==> src/logic/lcd_port_pkg.sv <==
// constants and types shared by the parallel host port
package lcd_port_pkg;

   // data lanes
   localparam int BUS_W = 18;
   localparam int CMD_W = 8;

   // width strap codes {width_strap_mid, width_strap_lo}
   localparam logic [1:0] WCODE_8 = 2'h0;
   localparam logic [1:0] WCODE_16 = 2'h1;
   localparam logic [1:0] WCODE_9 = 2'h2;
   localparam logic [1:0] WCODE_18 = 2'h3;

   // lane masks per width
   localparam logic [17:0] MASK_8 = 18'h000FF;
   localparam logic [17:0] MASK_9 = 18'h001FF;
   localparam logic [17:0] MASK_16 = 18'h0FFFF;
   localparam logic [17:0] MASK_18 = 18'h3FFFF;

   // protocol strap values
   localparam logic PROTO_SEPARATE = 1'h0;
   localparam logic PROTO_ENABLE = 1'h1;

   // reset values
   localparam logic [17:0] LANES_OFF = 18'h3FFFF;
   localparam logic [17:0] DATA_ZERO = 18'h00000;

   // control group bit positions into the synchroniser
   localparam int CG_W = 5;
   localparam int CG_CS = 0;
   localparam int CG_WR = 1;
   localparam int CG_RD = 2;
   localparam int CG_DC = 3;
   localparam int CG_XRST = 4;
   localparam logic [4:0] CG_IDLE = 5'h1F;

   // synchroniser depth before the edge stage
   localparam int SYNC_STAGES = 2;

   typedef enum logic {IDLE, READING} port_state_e;

endpackage

==> src/logic/lcd_mcu_parallel_host_port.sv <==
// parallel microcontroller port of the display controller
//
// The address map and the strobed register port were decided locally.
`timescale 1ns/10ps
module lcd_mcu_parallel_host_port (
   // clock and reset
   input wire logic clk,
   input wire logic rst,
   // straps
   input wire logic ifaceStrapHi,
   input wire logic widthStrapMid,
   input wire logic widthStrapLo,
   input wire logic protocolSelectStrap,
   // host control pins
   input wire logic chipSelN,
   input wire logic extResetN,
   input wire logic writeStrobeN,
   input wire logic readStrobeN,
   input wire logic cmdDataFlag,
   // host data lanes
   input wire logic [17:0] dataIn,
   output logic [17:0] dataOut,
   output logic [17:0] dataOeN,
   // core write side
   output logic wrValid,
   output logic wrIsCmd,
   output logic [17:0] wrWord,
   // core read side
   input wire logic [17:0] rdWord,
   input wire logic rdWordIsPixel,
   output logic rdStart,
   output logic rdDone,
   // mode view
   output logic serialMode,
   output logic enableMode,
   output logic [1:0] widthCode,
   // serial lanes toward a serial engine
   input wire logic serialSdaOut,
   input wire logic serialSdaOeN,
   output logic serialClk,
   output logic serialSdaIn,
   output logic serialDcFlag
);

   logic [4:0] ctlLevel;
   logic [4:0] ctlRise;
   logic [4:0] ctlFall;
   logic [17:0] dataLevel;
   logic intRst;
   logic csActive;
   logic wrEvt;
   logic rdStartEvt;
   logic rdEndEvt;
   logic [17:0] widthMask;
   logic [17:0] rdMask;
   logic serialMode_r;
   logic enableMode_r;
   logic [1:0] widthCode_r;
   logic wrValid_r;
   logic wrIsCmd_r;
   logic [17:0] wrWord_r;
   logic rdStart_r;
   logic rdDone_r;
   logic [17:0] dataOut_r;
   logic [17:0] dataOeN_r;
   logic serialClk_r;
   logic serialSdaIn_r;
   logic serialDcFlag_r;
   lcd_port_pkg::port_state_e state_r;
   lcd_port_pkg::port_state_e state_nxt;

   // strobes are free-running async pins, so each is synchronised
   sync_edge #(
      .W(lcd_port_pkg::CG_W)
   ) u_ctlSync (
      .clk(clk),
      .rst(rst),
      .pinIn({extResetN, cmdDataFlag, readStrobeN, writeStrobeN,
         chipSelN}),
      .level(ctlLevel),
      .rise(ctlRise),
      .fall(ctlFall)
   );

   // data delayed by the same depth so it lines up with the strobe edge
   sync_edge #(
      .W(lcd_port_pkg::BUS_W)
   ) u_dataSync (
      .clk(clk),
      .rst(rst),
      .pinIn(dataIn),
      .level(dataLevel),
      .rise(),
      .fall()
   );

   // external reset clears the port like the system reset
   assign intRst = rst | ~ctlLevel[lcd_port_pkg::CG_XRST];
   assign csActive = ~ctlLevel[lcd_port_pkg::CG_CS];

   // straps held while in reset, frozen afterwards
   always_ff @(posedge clk)
   begin
      if (intRst)
      begin
         serialMode_r <= ~ifaceStrapHi;
         enableMode_r <= ifaceStrapHi & protocolSelectStrap;
         widthCode_r <= {widthStrapMid, widthStrapLo};
      end
   end

   // lanes in use for the selected width
   always_comb
   begin
      case (widthCode_r)
         lcd_port_pkg::WCODE_8: widthMask = lcd_port_pkg::MASK_8;
         lcd_port_pkg::WCODE_16: widthMask = lcd_port_pkg::MASK_16;
         lcd_port_pkg::WCODE_9: widthMask = lcd_port_pkg::MASK_9;
         lcd_port_pkg::WCODE_18: widthMask = lcd_port_pkg::MASK_18;
         default: widthMask = lcd_port_pkg::MASK_8;
      endcase
   end

   // pixel reads full width, parameter and status reads 8 bits
   assign rdMask = rdWordIsPixel ? widthMask : lcd_port_pkg::MASK_8;

   // transfer events, all gated by chip select
   always_comb
   begin
      wrEvt = 1'b0;
      rdStartEvt = 1'b0;
      if (!serialMode_r && csActive)
      begin
         if (!enableMode_r)
         begin
            // data taken on write strobe rising edge
            wrEvt = ctlRise[lcd_port_pkg::CG_WR];
            rdStartEvt = ctlFall[lcd_port_pkg::CG_RD];
         end
         else
         begin
            // read pin is enable, write pin is direction
            wrEvt = ctlFall[lcd_port_pkg::CG_RD]
               & ~ctlLevel[lcd_port_pkg::CG_WR];
            rdStartEvt = ctlRise[lcd_port_pkg::CG_RD]
               & ctlLevel[lcd_port_pkg::CG_WR];
         end
      end
   end

   // read ends on the host's sampling edge or on chip select release
   assign rdEndEvt = !csActive ? 1'b1
      : enableMode_r ? ctlFall[lcd_port_pkg::CG_RD]
      : ctlRise[lcd_port_pkg::CG_RD];

   // read phase tracking
   always_comb
   begin
      state_nxt = state_r;
      case (state_r)
         lcd_port_pkg::IDLE:
         begin
            if (rdStartEvt)
            begin
               state_nxt = lcd_port_pkg::READING;
            end
         end
         lcd_port_pkg::READING:
         begin
            if (rdEndEvt)
            begin
               state_nxt = lcd_port_pkg::IDLE;
            end
         end
         default: state_nxt = lcd_port_pkg::IDLE;
      endcase
   end

   always_ff @(posedge clk)
   begin
      if (intRst)
      begin
         state_r <= lcd_port_pkg::IDLE;
      end
      else
      begin
         state_r <= state_nxt;
      end
   end

   // write capture
   always_ff @(posedge clk)
   begin
      if (intRst)
      begin
         wrValid_r <= 1'b0;
         wrIsCmd_r <= 1'b0;
         wrWord_r <= lcd_port_pkg::DATA_ZERO;
      end
      else
      begin
         wrValid_r <= wrEvt;
         if (wrEvt)
         begin
            // flag low marks a command
            wrIsCmd_r <= ~ctlLevel[lcd_port_pkg::CG_DC];
            if (!ctlLevel[lcd_port_pkg::CG_DC])
            begin
               wrWord_r <= dataLevel & lcd_port_pkg::MASK_8;
            end
            else
            begin
               // data words keep every lane of the selected width
               wrWord_r <= dataLevel & widthMask;
            end
         end
      end
   end

   // read handshake pulses to the core
   always_ff @(posedge clk)
   begin
      if (intRst)
      begin
         rdStart_r <= 1'b0;
         rdDone_r <= 1'b0;
      end
      else
      begin
         rdStart_r <= (state_r == lcd_port_pkg::IDLE) & rdStartEvt;
         rdDone_r <= (state_r == lcd_port_pkg::READING) & rdEndEvt;
      end
   end

   // lane drivers; serial engine owns lane 0 in serial mode
   always_ff @(posedge clk)
   begin
      if (intRst)
      begin
         dataOut_r <= lcd_port_pkg::DATA_ZERO;
         dataOeN_r <= lcd_port_pkg::LANES_OFF;
      end
      else if (serialMode_r)
      begin
         dataOut_r <= {17'h00000, serialSdaOut};
         dataOeN_r <= {17'h1FFFF, serialSdaOeN};
      end
      else if (state_r == lcd_port_pkg::IDLE && rdStartEvt)
      begin
         // word frozen at read start so lanes stay stable
         dataOut_r <= rdWord & rdMask;
         dataOeN_r <= ~rdMask;
      end
      else if (state_r == lcd_port_pkg::READING && rdEndEvt)
      begin
         dataOeN_r <= lcd_port_pkg::LANES_OFF;
      end
      else if (state_r == lcd_port_pkg::IDLE)
      begin
         dataOeN_r <= lcd_port_pkg::LANES_OFF;
      end
   end

   // serial pin view: cmd/data pin clocks, write pin flags
   always_ff @(posedge clk)
   begin
      if (intRst)
      begin
         serialClk_r <= 1'b0;
         serialSdaIn_r <= 1'b0;
         serialDcFlag_r <= 1'b0;
      end
      else
      begin
         serialClk_r <= serialMode_r & ctlLevel[lcd_port_pkg::CG_DC];
         serialSdaIn_r <= serialMode_r & dataLevel[0];
         serialDcFlag_r <= serialMode_r & ctlLevel[lcd_port_pkg::CG_WR];
      end
   end

   assign dataOut = dataOut_r;
   assign dataOeN = dataOeN_r;
   assign wrValid = wrValid_r;
   assign wrIsCmd = wrIsCmd_r;
   assign wrWord = wrWord_r;
   assign rdStart = rdStart_r;
   assign rdDone = rdDone_r;
   assign serialMode = serialMode_r;
   assign enableMode = enableMode_r;
   assign widthCode = widthCode_r;
   assign serialClk = serialClk_r;
   assign serialSdaIn = serialSdaIn_r;
   assign serialDcFlag = serialDcFlag_r;
endmodule

==> src/logic/sync_edge.sv <==
// two-flop synchroniser with edge detect for a group of pins
`timescale 1ns/10ps
module sync_edge #(
   parameter int W = 1
) (
   // clock and reset
   input wire logic clk,
   input wire logic rst,
   // asynchronous pins
   input wire logic [W-1:0] pinIn,
   // synchronised view
   output logic [W-1:0] level,
   output logic [W-1:0] rise,
   output logic [W-1:0] fall
);

   logic [W-1:0] meta_r;
   logic [W-1:0] stable_r;
   logic [W-1:0] prev_r;

   // stages run through reset so they hold the pin levels at release;
   // a strobe that idles low then shows no false edge afterwards
   always_ff @(posedge clk)
   begin
      meta_r <= pinIn;
      stable_r <= meta_r; // first stage read only by the second
      prev_r <= stable_r;
   end

   assign level = stable_r;
   // reset must last three edges to flush the stages
   assign rise = stable_r & ~prev_r & ~{W{rst}};
   assign fall = ~stable_r & prev_r & ~{W{rst}};

endmodule

==> config.mk <==
export PLATFORM = sky130hd
export DESIGN_NAME = lcd_mcu_parallel_host_port
export DESIGN_NICKNAME = d
export VERILOG_FILES = /design/src/logic/lcd_port_pkg.sv /design/src/logic/lcd_mcu_parallel_host_port.sv /design/src/logic/sync_edge.sv
export SDC_FILE = /design/constraint.sdc
export NUM_CORES = 1
export LEC_CHECK = 0
export ABC_AREA = 1
export BUFFER_PORTS_ARGS = -buffer_cell sky130_fd_sc_hd__buf_4
export CORE_MARGIN = 2
export CORE_UTILIZATION = 35
export DETAILED_ROUTE_END_ITERATION = 10
export HOLD_SLACK_MARGIN = 0.15
export PLACE_DENSITY = 0.61
export REMOVE_ABC_BUFFERS = 1
export SLEW_MARGIN = 5
export SYNTH_ARGS = -nofsm -noshare
export SYNTH_HDL_FRONTEND = slang
export SYNTH_SLANG_ARGS = --single-unit
==> constraint.sdc <==
create_clock -name clk -period 3.3 [get_ports clk]
set_input_delay 0 -clock clk [delete_from_list [all_inputs] [get_ports clk]]
set_output_delay 0 -clock clk [all_outputs]
set_load 0.005 [all_outputs]
Word-level counts from Yosys, hierarchy flattened
Index checks and enable logic that the tools add are counted.
{ "word_totals": {"word_cells": 76, "out_inout_bits": 65, "register_bits": 115} }
{ "classes": {"bitwise": 25, "eq_ne": 5, "muxes": 18, "n_reduce_logical": 7} }
{ "op_table": {"columns": ["operator", "n"], "rows": [
  ["$mux 18", 5],
  ["$pmux 18 s4", 1],
  ["$and 18x18->18", 2],
  ["$not 18->18", 1],
  ["$and 3x3->3", 4],
  ["$mux 1", 11],
  ["$not 3->3", 3],
  ["$and 1x1->1", 8],
  ["$not 1->1", 6],
  ["$eq 2x2->1 const B", 2],
  ["$ne 4x2->1 const B", 1],
  ["$logic_and 1x1->1", 3],
  ["$ne 3x1->1 const B", 1],
  ["$eq 2x1->1 const B", 1],
  ["$logic_not 2->1", 1],
  ["$pmux 1 s2", 1],
  ["$reduce_bool 2->1", 1],
  ["$reduce_or 2->1", 1],
  ["$logic_not 1->1", 1],
  ["$or 1x1->1", 1]
]} }

Logic depth before layout (Yosys ltp)
{ "depth": {"ltp_word": 9, "mapped_depth": 9, "mapped_depth_nobuf": 9} }

Hierarchy
A second synthesis with hierarchy kept.
{ "hier_totals": {"cells_unflattened": 486, "hier_area_um2": 4186.5} }
{ "modules_own_cells": {"columns": ["mod", "area_each_um2", "instances", "seq_area_each_um2", "cells_each"], "rows": [
  ["lcd_mcu_parallel_host_port", 2225.9, 1, 1101.1, 274],
  ["sync_edge (u_dataSync)", 1536.5, 1, 1081.0, 166],
  ["sync_edge (u_ctlSync)", 424.2, 1, 300.3, 46]
]} }

Worst setup path before layout
Ideal clock, no wire load.
{ "synth_path": {"path_kind": "register -> register", "start": "register serialMode_r (netlist: serialMode)", "end": "register dataOeN_r[7] (netlist: dataOeN[7])", "arrival_ps": 1257, "path_slack_ps": 1910, "path_stages_with_launch": 8, "t_required_ps": 3168, "n_path_buf": 1, "setup_ps": 132, "path_cell_list": "edfxtp_1 > nor2_2 > nand2_2 > nor2_8 > nand3_4 > buf_6 > nand2_1 > nand3_1"} }
{ "synth_between": {"elab_chain_cells": 5, "elab_cells_between_ends": 7} }
{ "synth_lines": {"columns": ["item", "line_no", "rtl"], "rows": [
  ["start: declaration", "lcd_mcu_parallel_host_port.sv:56", "logic serialMode_r;"],
  ["start signal: assignment", "lcd_mcu_parallel_host_port.sv:106", "serialMode_r <= ~ifaceStrapHi;"],
  ["$logic_not 1->1", "lcd_mcu_parallel_host_port.sv:132", "if (!serialMode_r && csActive)"],
  ["$logic_and 1x1->1", "lcd_mcu_parallel_host_port.sv:132", null],
  ["$mux 1", "lcd_mcu_parallel_host_port.sv:132", null],
  ["$logic_and 1x1->1", "lcd_mcu_parallel_host_port.sv:248", "else if (state_r == lcd_port_pkg::IDLE && rdStartEvt)"],
  ["$ne 3x1->1 (no source line) / $mux 18 (equally long branches)", null, null],
  ["end signal: assignment", "lcd_mcu_parallel_host_port.sv:246", "dataOeN_r <= {17'h1FFFF, serialSdaOeN};"],
  ["end signal: assignment", "lcd_mcu_parallel_host_port.sv:252", "dataOeN_r <= ~rdMask;"],
  ["end signal: assignment", "lcd_mcu_parallel_host_port.sv:256", "dataOeN_r <= lcd_port_pkg::LANES_OFF;"],
  ["end: declaration", "lcd_mcu_parallel_host_port.sv:65", "logic [17:0] dataOeN_r;"]
]} }
Parallel ways exist; a longest one is shown, timed or not.
A chain may end at the register's enable or synchronous reset.

Worst setup path after layout
{ "layout_path": {"start": "register enableMode_r (netlist: enableMode)", "end": "register wrWord_r[14] (netlist: wrWord[14])"} }
{ "layout_between": {"elab_chain_cells": 2} }
{ "layout_lines": {"columns": ["item", "line_no", "rtl"], "rows": [
  ["start: declaration", "lcd_mcu_parallel_host_port.sv:57", "logic enableMode_r;"],
  ["start signal: assignment", "lcd_mcu_parallel_host_port.sv:107", "enableMode_r <= ifaceStrapHi & protocolSelectStrap;"],
  ["$mux 1", "lcd_mcu_parallel_host_port.sv:134", "if (!enableMode_r)"],
  ["$mux 1", "lcd_mcu_parallel_host_port.sv:132", null],
  ["end signal: assignment", "lcd_mcu_parallel_host_port.sv:198", "wrWord_r <= lcd_port_pkg::DATA_ZERO;"],
  ["end signal: assignment", "lcd_mcu_parallel_host_port.sv:209", "wrWord_r <= dataLevel & lcd_port_pkg::MASK_8;"],
  ["end signal: assignment", "lcd_mcu_parallel_host_port.sv:214", "wrWord_r <= dataLevel & widthMask;"],
  ["end: declaration", "lcd_mcu_parallel_host_port.sv:61", "logic [17:0] wrWord_r;"]
]} }
No other way between the ends.

==> run metrics <==
height of the die=between 90 and 100 microns; GR Util All Layers=0.1521; Worst Setup SP=enableMode; post-cts sizing count=0; # DRC=0; CTS sink cnt=roughly 100; area occupied by multi-input gates=between 800 and 900 sq um; Highest Clock Rate=between 0.4 and 0.5 GHz; CP Capture Type=register; crit share post-route=0.7445; vias per cell=4.501; DP HPWL=roughly 5000 microns; # setup viols final=0; WL per Instance=between 10 and 15 microns; setup bufs post-CTS=0; Initial Util=0.3647; Synth Area per Inst=9.703 sq um; Mapped Cells=331; actual slew at the worst max-slew pin=0.7815 ns; Worst slew margin=0.4755; ANT nets after route=0; post-synthesis sequential area ratio=0.6420; final WL=between 7000 and 8000 microns; maximum root-to-sink buffer count=2; Area Growth Syn to Fin=47.49%; synthesized flop and latch total=101; Port Buffers=around 110; Worst-Skew Late Latency=roughly 0.36 ns; worst IR drop on VDD=between 0.2 and 0.3 mV; Filler cells=around 800; status=finished, final reports clean; synthesized area=0.003212 sq mm; Synth area leaders=dfxtp_1 60%, nand2_1 6.7%, nand3_1 6.1%; Setup Total Neg Slack=0 ns; number of max-cap violations=0; Hold Path Class=input pin to register; # IOs=115; initial antenna violation count=0; Min Clock Period, post-route=2.457 ns; first-pass GRT wire length=between 10000 and 15000 microns; Final Wtd Congestion=between 0.7 and 0.8; vias=roughly 2700; num rows=34; CP Launch Type=register; grt total ovfl=0; Leak=~2.1 nW; Pwr per Cell Area=between 400 and 500 mW/mm^2; post-synthesis cell type with the largest combined area=dfxtp_1; H-tree depth=3; post-layout instance area=0.004737 sq mm; clk slew on worst S/H paths=0.10 ns; Req. time, crit path=3.61 ns; Min-Delay Startpoint=rst; Hold Fails Final Rpt=0; post-route setup slack=~0.84 ns; vias in the first global route=about 2600; crit path max fanout=20; most frequent cells in the layout=114 x buf_4, 97 x dfxtp_1, 57 x nand2_1, 51 x dlygate4sd3_1, 39 x nand3_1; die area=about 0.010 sq mm; Cell variety after synth=22; worst path arrival time=between 2 and 3 ns; CTS Buf Count=9; crit path kind=register to register; most common cell after layout, fill and taps aside=buf_4; RR Startpoint=enableMode; pre-CTS WS=about 0.86 ns; largest net degree at the start of global routing=26; core area=0.008806 sq mm; sequential cell area=slightly above 0.002 sq mm; placed inst area=0.004025 sq mm; Pre-Repair DR Iteration Count=4; Synthesis Warnings=0; final hold slack=roughly 0.20 ns; DR iter-0 viols=a little under 70; RSZ-0062 raised after global routing=false; Synth top area share=0.6046; share of cells above drive strength 1=0.2895; Die W=99.80 microns; Worst Skew=0.01587 ns; nets@finish=532; final number of max-transition violations=0; Antenna diodes=0; TritonCTS clock tree=built; clock root cell=clkbuf_8
-- synthesized netlist by cell type --
cell type	number
nor2_1	16
nor2_2	1
nand4_1	17
inv_2	2
clkinv_1	1
edfxtp_1	4
buf_2	7
dfxtp_1	97
o21ai_1	1
clkbuf_1	1
nand2_1	57
buf_4	14
nand3_1	39
buf_6	3
a21oi_2	1
a21oi_1	29
o21ai_0	6
nand3_4	1
nor3_1	2
nor2_8	2
nand2_2	4
inv_1	26
-- cell type report --
type	count	area share
Inverter	29	0.02298
Sequential cell	101	0.4353
Clock buffer	9	0.02615
Multi-Input combinational cell	176	0.1823
Clock inverter	7	0.01638
Timing Repair Buffer	165	0.2884
Tap cell	108	0.02853
-- state kept, by name (all words and copies together), names as in the netlist, 2 cells and up --
| register | count |
|---|---|
| u_ctlSync.meta_r | 5 |
| u_ctlSync.level | 5 |
| u_dataSync.level | 18 |
| widthCode | 2 |
| dataOut | 18 |
| wrWord | 18 |
| u_ctlSync.prev_r | 2 |
| dataOeN | 5 |
| u_dataSync.meta_r | 18 |
-- power breakdown --
group          switching (mW)  internal (mW)
clock                   0.460          0.300
combinational          0.0846         0.0999
sequential             0.0163           1.27
total                   0.561           1.67
-- metal layers --
layer | global-route usage | wire (microns)
met1 | 0.1965 | 3481
met2 | 0.2474 | 3480
met3 | 0.04805 | 506
met4 | 0.04110 | 47
met5 | 0 | 0
-- worst max-delay path: stages, from the launching register on --
cell	delay (ns)
edfxtp_1	0.46
nand2_1	0.10
o21ai_1	0.63
nand2_1	0.68
nor2_8	0.35
nand3_1	0.11
nand2_1	0.07
-- metrics by stage --
| stage | util | power, mW | cells |
|---|---|---|---|
| 6_report | 0.5379 | 2.227 | 595 |
| 3_3_place_gp | 0.4571 | 1.443 | 528 |
| 3_5_place_dp | 0.4571 | 1.445 | 528 |
| 5_1_grt | 0.5379 | 2.331 | 595 |
| 4_1_cts | 0.5379 | 2.252 | 595 |
| 2_1_floorplan | - | 1.364 | 306 |
-- repair_timing --
item,in CTS,in global routing
endpoints found under the setup margin,0,0
hold buffers,51,0
endpoints found under the hold margin,48,0
-- worst paths after layout --
check / endpoint / slack [ns] / cells past startpoint
worst max register to register: wrWord[14] / 0.84 / 6
worst max-delay path: wrWord[14] / 0.84 / 6
worst min-delay path: rdDone / 0.20 / 8
worst min register to register: u_dataSync.level[4] / 0.34 / 0
-- cells by family after synthesis --
kind of cell	count (synthesis)	synth area share
flip-flops	101	0.6420
AO/OA/AOI/OAI	37	0.05882
buffers and inverters	54	0.08920
AND/OR/NAND/NOR	139	0.2100
No activity file was read; power rests on OpenSTA's default activity.
